$ cat src/core/ruc_consts.svh
// Constants for the remote update configuration controller.
// How it works
// - First power-up in remote mode loads the factory image at page 000.
// - Watchdog expiry records a watchdog cause, then reloads the factory image.
// - Watchdog is forced off while the factory image runs.
// - Failed or corrupt application load records the cause, then falls back.
// - Successful application load enters user mode and runs it.
// - Up to seven application pages may be selected besides the factory page.
// - Local mode loads its single application image directly at power-up.
`ifndef RUC_CONSTS_SVH
`define RUC_CONSTS_SVH
`define RUC_OFS_CTRL     12'h000
`define RUC_OFS_WDOG     12'h004
`define RUC_OFS_STATUS   12'h008
`define RUC_OFS_CMD      12'h00c
`define RUC_CTRL_PAGE_LO 0
`define RUC_CTRL_WDEN    4
`define RUC_CTRL_LOCAL   8
`define RUC_STAT_CAUSE_LO 0
`define RUC_STAT_USER     2
`define RUC_STAT_PAGE_LO  8
`define RUC_CMD_KICK     0
`define RUC_CMD_RELOAD   1
`define RUC_FACTORY_PAGE 3'h0
`define RUC_LOCAL_PAGE   3'h1
`define RUC_WDOG_RESET   20'hfffff
`define RUC_CAUSE_NONE   2'h0
`define RUC_CAUSE_ERROR  2'h1
`define RUC_CAUSE_WDOG   2'h2
`define RUC_CAUSE_USER   2'h3
`endif

$ cat src/core/ruc_pkg.sv
// Types for the remote update configuration controller.
package ruc_pkg;
   typedef enum logic [2:0] {ST_IDLE, ST_LOAD, ST_WAIT, ST_USER} ruc_state_t;
   typedef struct packed {
      logic [2:0] page;
      logic       start;
   } ruc_load_req_t;
   typedef struct packed {
      logic       done;
      logic       error;
   } ruc_load_rsp_t;
endpackage

$ cat src/core/ruc_config_control.sv
// Configuration page selector with watchdog, status and APB register slave.
`include "ruc_consts.svh"
module ruc_config_control
   import ruc_pkg::*;
#(
   parameter int WDW = 20
) (
   // Clock and reset.
   input  wire logic          clock,
   input  wire logic          nrst,
   // APB slave.
   input  wire logic          psel,
   input  wire logic          penable,
   input  wire logic          pwrite,
   input  wire logic [11:0]   paddr,
   input  wire logic [31:0]   pwdata,
   output logic [31:0]        prdata,
   output logic               pready,
   output logic               pslverr,
   // Mode strap pin, high selects local update mode.
   input  wire logic          localModePin,
   // Configuration source.
   output ruc_load_req_t      loadReq,
   input  wire ruc_load_rsp_t loadRspPin,
   // Device state.
   output logic               userMode,
   output logic               factoryRun
);
   ruc_state_t     state_r, state_nxt;
   logic [2:0]     page_r, page_nxt, curPage_r, curPage_nxt;
   logic           wdEn_r, wdEn_nxt;
   logic [WDW-1:0] wdTo_r, wdTo_nxt, wdCnt_r, wdCnt_nxt;
   logic [1:0]     cause_r, cause_nxt;
   logic           first_r, first_nxt, reload_r, reload_nxt;
   logic           armed_r, armed_nxt;
   logic           userMode_r, userMode_nxt, factoryRun_r, factoryRun_nxt;
   logic [31:0]    rd_r, rd_nxt;
   logic           rdy_r, rdy_nxt, err_r, err_nxt, start_r, start_nxt;
   logic [1:0]     modeSync_r, doneSync_r, errSync_r;
   logic           wrAcc, rdAcc, mapped, kick;

   // The strap keeps being sampled during reset, so the first load after release sees it.
   // Clearing these stages in reset would boot a local-mode device from the factory page.
   always_ff @(posedge clock) begin
      modeSync_r <= {modeSync_r[0], localModePin};
   end

   // Pins come from outside the clock domain, so two stages precede any use.
   always_ff @(posedge clock) begin
      if (!nrst) begin
         doneSync_r <= 2'h0;
         errSync_r  <= 2'h0;
      end else begin
         doneSync_r <= {doneSync_r[0], loadRspPin.done};
         errSync_r  <= {errSync_r[0], loadRspPin.error};
      end
   end

   // Bus decode; the slave answers in the cycle after the first access cycle.
   assign wrAcc  = psel && penable && pwrite && !rdy_r;
   assign rdAcc  = psel && penable && !pwrite && !rdy_r;
   assign mapped = (paddr == `RUC_OFS_CTRL) || (paddr == `RUC_OFS_WDOG) ||
                   (paddr == `RUC_OFS_STATUS) || (paddr == `RUC_OFS_CMD);
   assign kick   = wrAcc && (paddr == `RUC_OFS_CMD) && pwdata[`RUC_CMD_KICK];

   // Next state of the loader, watchdog and register file.
   always_comb begin
      state_nxt   = state_r;
      page_nxt    = page_r;
      curPage_nxt = curPage_r;
      wdEn_nxt    = wdEn_r;
      wdTo_nxt    = wdTo_r;
      wdCnt_nxt   = wdCnt_r;
      cause_nxt   = cause_r;
      first_nxt   = first_r;
      reload_nxt  = reload_r;
      armed_nxt   = armed_r;
      start_nxt   = 1'b0;
      rdy_nxt     = 1'b0;
      err_nxt     = 1'b0;
      rd_nxt      = rd_r;
      // Register writes; the factory image names the page and watchdog.
      if (wrAcc) begin
         rdy_nxt = 1'b1;
         err_nxt = !mapped;
         if (paddr == `RUC_OFS_CTRL) begin
            page_nxt = pwdata[`RUC_CTRL_PAGE_LO +: 3];
            wdEn_nxt = pwdata[`RUC_CTRL_WDEN];
         end
         if (paddr == `RUC_OFS_WDOG) begin
            wdTo_nxt = pwdata[WDW-1:0];
         end
         if (paddr == `RUC_OFS_CMD && pwdata[`RUC_CMD_RELOAD]) begin
            reload_nxt = 1'b1;
         end
      end
      // Reads show live state; status is not cleared by reading.
      if (rdAcc) begin
         rdy_nxt = 1'b1;
         err_nxt = !mapped;
         rd_nxt  = 32'h0;
         case (paddr)
            `RUC_OFS_CTRL: begin
               rd_nxt[`RUC_CTRL_PAGE_LO +: 3] = page_r;
               rd_nxt[`RUC_CTRL_WDEN]         = wdEn_r;
               rd_nxt[`RUC_CTRL_LOCAL]        = modeSync_r[1];
            end
            `RUC_OFS_WDOG:   rd_nxt[WDW-1:0] = wdTo_r;
            `RUC_OFS_STATUS: begin
               rd_nxt[`RUC_STAT_CAUSE_LO +: 2] = cause_r;
               rd_nxt[`RUC_STAT_USER]          = (state_r == ST_USER);
               rd_nxt[`RUC_STAT_PAGE_LO +: 3]  = curPage_r;
            end
            default:         rd_nxt = 32'h0;
         endcase
      end
      case (state_r)
         ST_IDLE: begin
            // The first load in local mode goes straight to its only image, a pending remote reload to page_r, any other to page zero.
            if (first_r && modeSync_r[1]) begin
               curPage_nxt = `RUC_LOCAL_PAGE;
            end else begin
               curPage_nxt = `RUC_FACTORY_PAGE;
            end
            if (!first_r && !modeSync_r[1] && reload_r) begin
               curPage_nxt = page_r;
            end
            // Only a consumed request is cleared, so a reload written just now survives.
            if (reload_r) begin
               reload_nxt = 1'b0;
            end
            first_nxt  = 1'b0;
            start_nxt  = 1'b1;
            state_nxt  = ST_LOAD;
         end
         ST_LOAD: begin
            armed_nxt = 1'b0;
            state_nxt = ST_WAIT;
         end
         ST_WAIT: begin
            // The source keeps its answer as a level until the next start, so a level left
            // from the previous load is ignored until both synchronised lines read low.
            // A source that never drops its answer on a new start would hang here.
            if (!armed_r) begin
               armed_nxt = !errSync_r[1] && !doneSync_r[1];
            end else if (errSync_r[1]) begin
               cause_nxt   = `RUC_CAUSE_ERROR;
               reload_nxt  = 1'b0;
               state_nxt   = ST_IDLE;
            end else if (doneSync_r[1]) begin
               wdCnt_nxt = wdTo_r;
               state_nxt = ST_USER;
            end
         end
         ST_USER: begin
            if (kick) begin
               wdCnt_nxt = wdTo_r;
            end else if (wdEn_r && curPage_r != `RUC_FACTORY_PAGE && !modeSync_r[1]) begin
               wdCnt_nxt = wdCnt_r - 1'b1;
            end
            if (wdEn_r && curPage_r != `RUC_FACTORY_PAGE && !modeSync_r[1] &&
                !kick && wdCnt_r == '0) begin
               cause_nxt  = `RUC_CAUSE_WDOG;
               reload_nxt = 1'b0;
               state_nxt  = ST_IDLE;
            end else if (reload_r) begin
               // A reload from an application returns to factory; from factory, to page_r in remote mode and to factory in local mode.
               if (curPage_r != `RUC_FACTORY_PAGE) begin
                  reload_nxt = 1'b0;
                  cause_nxt  = `RUC_CAUSE_USER;
               end
               state_nxt = ST_IDLE;
            end
         end
         default: state_nxt = ST_IDLE;
      endcase
      // Status outputs are taken from the next state so they change with the state itself.
      userMode_nxt   = (state_nxt == ST_USER);
      factoryRun_nxt = userMode_nxt && (curPage_nxt == `RUC_FACTORY_PAGE);
   end

   // Register stage; outputs come straight from these flip-flops.
   always_ff @(posedge clock) begin
      if (!nrst) begin
         state_r   <= ST_IDLE;
         page_r    <= `RUC_FACTORY_PAGE;
         curPage_r <= `RUC_FACTORY_PAGE;
         wdEn_r    <= 1'b0;
         wdTo_r    <= WDW'(`RUC_WDOG_RESET);
         wdCnt_r   <= WDW'(`RUC_WDOG_RESET);
         cause_r   <= `RUC_CAUSE_NONE;
         first_r   <= 1'b1;
         reload_r  <= 1'b0;
         rd_r      <= 32'h0;
         rdy_r     <= 1'b0;
         err_r     <= 1'b0;
         start_r   <= 1'b0;
         armed_r      <= 1'b0;
         userMode_r   <= 1'b0;
         factoryRun_r <= 1'b0;
      end else begin
         state_r   <= state_nxt;
         page_r    <= page_nxt;
         curPage_r <= curPage_nxt;
         wdEn_r    <= wdEn_nxt;
         wdTo_r    <= wdTo_nxt;
         wdCnt_r   <= wdCnt_nxt;
         cause_r   <= cause_nxt;
         first_r   <= first_nxt;
         reload_r  <= reload_nxt;
         rd_r      <= rd_nxt;
         rdy_r     <= rdy_nxt;
         err_r     <= err_nxt;
         start_r   <= start_nxt;
         armed_r      <= armed_nxt;
         userMode_r   <= userMode_nxt;
         factoryRun_r <= factoryRun_nxt;
      end
   end

   assign prdata        = rd_r;
   assign pready        = rdy_r;
   assign pslverr       = err_r;
   assign loadReq       = '{page: curPage_r, start: start_r};
   assign userMode      = userMode_r;
   assign factoryRun    = factoryRun_r;
endmodule

$ cat config.mk
export PLATFORM = sky130hd
export DESIGN_NAME = ruc_config_control
export DESIGN_NICKNAME = d
export VERILOG_FILES = /design/src/core/ruc_pkg.sv /design/src/core/ruc_config_control.sv
export VERILOG_INCLUDE_DIRS = /design/src /design/src/core
export SDC_FILE = /design/constraint.sdc
export NUM_CORES = 1
export LEC_CHECK = 0
export BUFFER_PORTS_ARGS = -buffer_cell sky130_fd_sc_hd__buf_2
export CORE_MARGIN = 10
export CORE_UTILIZATION = 45
export CTS_BUF_LIST = sky130_fd_sc_hd__clkbuf_4
export DETAILED_ROUTE_END_ITERATION = 7
export PLACE_DENSITY = 0.68
export SYNTH_ARGS = -nofsm -noshare
export SYNTH_HDL_FRONTEND = slang
export SYNTH_SLANG_ARGS = --single-unit
$ cat constraint.sdc
create_clock -name clock -period 2.4 [get_ports clock]
set_input_delay 0.48 -clock clock [delete_from_list [all_inputs] [get_ports clock]]
set_output_delay 0.48 -clock clock [all_outputs]
set_load 0.02 [all_outputs]
---- Yosys cells after proc, flatten, opt, wreduce, memory -nomap -nowiden ----
Index checks and enable logic that the tools add are counted.
storage, ports and cells
  flip-flop bits (word level) ............. 86
  output and inout port bits .............. 40
  logic and storage cells ................. 117
operators by class
  add/sub/neg operators ................... 1
  equality and inequality tests ........... 14
  muxes and demuxes ....................... 44
  reduce and logical (&&, ||, !) cells .... 39
operators with widths
  cell                                                                      count
  20-bit 2-to-1 mux                                                         5
  20-bit case mux with 2 select lines                                       1
  12-bit by 4-bit equality test with 1-bit output (second input constant)   2
  3-bit 2-to-1 mux                                                          8
  20-bit zero test                                                          1
  20-bit by 1-bit subtractor with 20-bit output (second input constant)     1
  1-bit logical AND                                                         17
  1-bit 2-to-1 mux                                                          16
  12-bit by 3-bit equality test with 1-bit output (second input constant)   1
  12-bit zero test                                                          1
  3-bit case mux with 4 select lines                                        1
  2-bit 2-to-1 mux                                                          5
  5-bit AND reduction                                                       2
  3-bit by 2-bit equality test with 1-bit output (second input constant)    3
  9-bit 2-to-1 mux                                                          1
  3-bit case mux with 3 select lines                                        1
  1-bit zero test                                                           8
  2-bit inequality test (second input constant)                             4
  2-bit case mux with 2 select lines                                        2
  3-bit zero test                                                           2
  3-bit by 2-bit inequality test with 1-bit output (second input constant)  2
  1-bit case mux with 3 select lines                                        2
  1-bit case mux with 2 select lines                                        2
  2-bit AND reduction                                                       2
  other kinds (5)                                                           8

---- Depth between registers and ports, before layout ----
  depth after elaboration ................. 12
  depth in mapped cells ................... 8
  depth with buffers taken out ............ 7

---- Worst setup path after synthesis ----
No wires, ideal clock.
  kind .................................... reg-to-reg
  from .................................... reg wdCnt_r[0]
  to ...................................... reg wdCnt_r[16]
  data arrival time ....................... 1839 ps
  required time ........................... 2263 ps
  path slack .............................. 424 ps
  cell stages (with the launch flop) ...... 7
  path buffers ............................ 0
  period minus slack after synthesis ...... 1976 ps
  cell sequence ........................... dfxtp_1 inv_1 ha_1 or4b_1 or4_2 mux2i_1 a32oi_1
on the way
  longest elaborated chain between the ends .. 4
RTL lines
  element                                        line                       RTL
  from (decl)                                    ruc_config_control.sv:32   logic [WDW-1:0] wdTo_r, wdTo_nxt, wdCnt_r, wdCnt_nxt;
  from (signal assigned)                         ruc_config_control.sv:190  wdCnt_r <= WDW'(`RUC_WDOG_RESET);
  from (signal assigned)                         ruc_config_control.sv:207  wdCnt_r <= wdCnt_nxt;
  20-bit by 1-bit subtractor with 20-bit output  ruc_config_control.sv:159  wdCnt_nxt = wdCnt_r - 1'b1;
  20-bit 2-to-1 mux                              ruc_config_control.sv:158  end else if (wdEn_r && curPage_r != `RUC_FACTORY_PAGE && !modeSync_r[1]) begin
  20-bit 2-to-1 mux                              ruc_config_control.sv:156  if (kick) begin
  20-bit case mux with 2 select lines            ruc_config_control.sv:117  case (state_r)
No other way between the ends. The select of a mux whose other input is x is not followed.
A chain may end at the register's enable or synchronous reset.

---- Worst setup path after layout ----
Same ends and word-level chain as after synthesis.

==> metrics.txt <==
CP arrival=2.55 ns; I/O pin cnt=92; later-pin clock latency in the skew report=0.45 ns; Via Count=3799; crit share post-route=92.6%; post-synthesis register bit count=86; layout cells sized above 1=21.3%; CP startpoint kind=flop; Worst R2R Setup Slack=0.18 ns; 1st-pass router iterations=5; Synth cell types=66; largest net degree at the start of global routing=32; Worst Min Path Start=localModePin; Synth Cell Area=4100 um2; CTS sink cnt=86; nets@finish=607; Ys Warns=0; reg-to-reg startpoint=wdCnt_r[0]; Area growth syn-to-layout=14.2%; commonest non-fill, non-tap cell in the layout=dfxtp_1; vias in the first global route=3736; Root Driver=clkbuf_4; Remaining DRCs=0; dominant synthesized flop cell=dfxtp_1; fin. max-slew vios=0; Mapped Cells=486; commonest cells after routing, fill and taps aside=dfxtp_1 (86), nand2_1 (69), buf_2 (67), nor2_1 (42), nand3_1 (32); DRC violation total after the first TritonRoute iteration=288; CP Capture Type=flop; endpoints failing hold=0; vias per cell=5.70; Num CTS Buffers=9; first-pass GRT wire length=18.9 mm; Total Wirelength=11.5 mm; worst-path fanout max=5; GRT Total Usage=17.5%; r2r endpoint=wdCnt_r[16]; Worst-path clk slew=0.15 ns; final worst clock skew=0.0150 ns; post-layout minimum cycle time=2.22 ns; result of the run=completed; Least-Margin Pin Slew=0.552 ns; DP HPWL=8.55 mm; worst min-delay path class=primary input to flop; Static Leak=2.03 nW; Worst VDD drop=301 uV; antenna-violating nets left=0; DIE WIDTH=115 um; Max-slew headroom=63.0%; setup tns final=0 ns; syn_area_per_cell=8.44 um2; cell count of the worst reg-to-reg path=6; CTS max path bufs=2; Wirelength per Cell=17.2 um; hold slack=0.117 ns; Max Cap Viol=0; die area=13300 um2; Initial Utilization=46.6%; gr ovfl total=0; TritonCTS clock tree=done; CP Class=flop to flop; die height=115 um; PwrDens=531 nW/um2; gpl congestion=0.879; FP Rows=34; Worst Setup SP=wdCnt_r[0]; hold path cells=1; Fmax=450 MHz; Async SR Flop Fraction=0%; RSZ-0062 raised after global routing=no; Post-CTS Hold Fix Bufs=0; hold endpoint=modeSync_r[0]; Post-synth EDFFs=0; Core Box Area=8810 um2; Port Buffer Count=67; initial antenna violation count=1; CTS H-tree lvls=3; endpoints failing setup=0; Seq/Total Area, Yosys=42.0%; Req. time, crit path=2.73 ns
[power breakdown]
part	total (W)	internal (W)	switching [W]
combinational	0.000159	0.0000547	0.000104
clock	0.000874	0.000334	0.000540
sequential	0.00145	0.00144	0.0000122
[synthesized netlist by cell type, types with 2 or more instances]
master,count,share of area [%]
mux2i_1,20,4.9
a31oi_1,3,0.46
clkbuf_1,15,1.4
nand3_1,32,3.9
a22o_1,2,0.43
buf_4,14,2.6
nor2b_1,4,0.61
nand2_1,69,6.3
nor4_1,2,0.30
o211ai_1,3,0.55
and2_1,7,1.1
mux2_2,2,0.55
a221o_1,3,0.73
clkbuf_8,3,1.0
inv_1,21,1.9
and3_1,5,0.76
o22ai_1,3,0.46
nor3_2,3,0.73
or3_1,5,0.76
ha_1,2,0.61
o221ai_1,5,1.1
nand4_1,5,0.76
nor3_1,14,1.7
nand2b_1,2,0.30
a22oi_1,16,2.9
a32oi_1,11,2.3
o21ai_0,24,2.9
dfxtp_1,86,42
nor2_1,42,3.8
a21oi_1,18,2.2
nor4_2,3,0.92
o32ai_1,2,0.43
buf_2,7,0.85
[metrics by stage]
stage                     util (%)  area [um2]  power, W  instances  setup WS [ns]
after floorplan                  -        4150   0.00160        498          0.424
after global placement        51.4        4530   0.00164        650          0.155
after detailed placement      51.4        4530   0.00164        650         0.0954
after CTS                     53.1        4670   0.00250        666          0.160
after global routing          53.2        4680   0.00258        667         0.0462
final                         53.2        4680   0.00249        667          0.178
[area by class of cell]
type                       count  area, um2
clock inverter                 7       81.3
tap                          108        135
fill                         845       4120
multi-input combinational    351       2110
antenna                        1       2.50
inverter                      22       82.6
sequential                    86       1720
timing repair buffer          83        480
clock buffer                   9       67.6
[worst max-delay path, stage by stage, from the launching register on]
cell and delay [ns]:
dfxtp_1 0.35, inv_1 0.11, ha_1 0.26, or4b_1 0.58
or4_2 0.58, mux2i_1 0.16, a32oi_1 0.07
[kinds of logic after synthesis]
group / Yosys count / synth area share [%]
buffers and inverters: 61 / 7.81
adders and majority gates: 2 / 0.610
other: 1 / 0.0914
AOI/OAI and AO/OA: 104 / 17.5
muxes: 23 / 5.70
DFF: 86 / 42.0
and+or+nand+nor: 209 / 26.3
[worst max-delay path by stage]
stage                        to  cells after the start
floorplan           wdCnt_r[16]                      6
global placement    wdCnt_r[13]                      6
detailed placement   wdCnt_r[9]                      7
CTS                  wdCnt_r[5]                      6
global route        wdCnt_r[10]                      7
finish              wdCnt_r[16]                      6
[repair_timing]
item / CTS / global route
setup endpoints to repair: 0 / 2
buffers inserted: 0 / 0
gates resized for setup: 0 / 1
[metal layers]
metal | GRT usage (%) | part of all wire, % | wire [um] | up-vias
met5 | 0 | 0 | 0 | -
met4 | 6.93 | 1.2 | 140 | 0
met3 | 3.72 | 7.1 | 815 | 16
met2 | 26.6 | 45 | 5160 | 135
met1 | 23.6 | 47 | 5370 | 1785
li1 | - | - | - | 1863
[sequential cells by signal, summed over array words and instances, names as in the netlist, 2 cells and up]
signal and cells:
curPage_r 3, modeSync_r 2, wdTo_r 20, state_r 3
errSync_r 2, prdata 20, page_r 3, doneSync_r 2
cause_r 2, wdCnt_r 20
(Power assumes the default switching activity.)
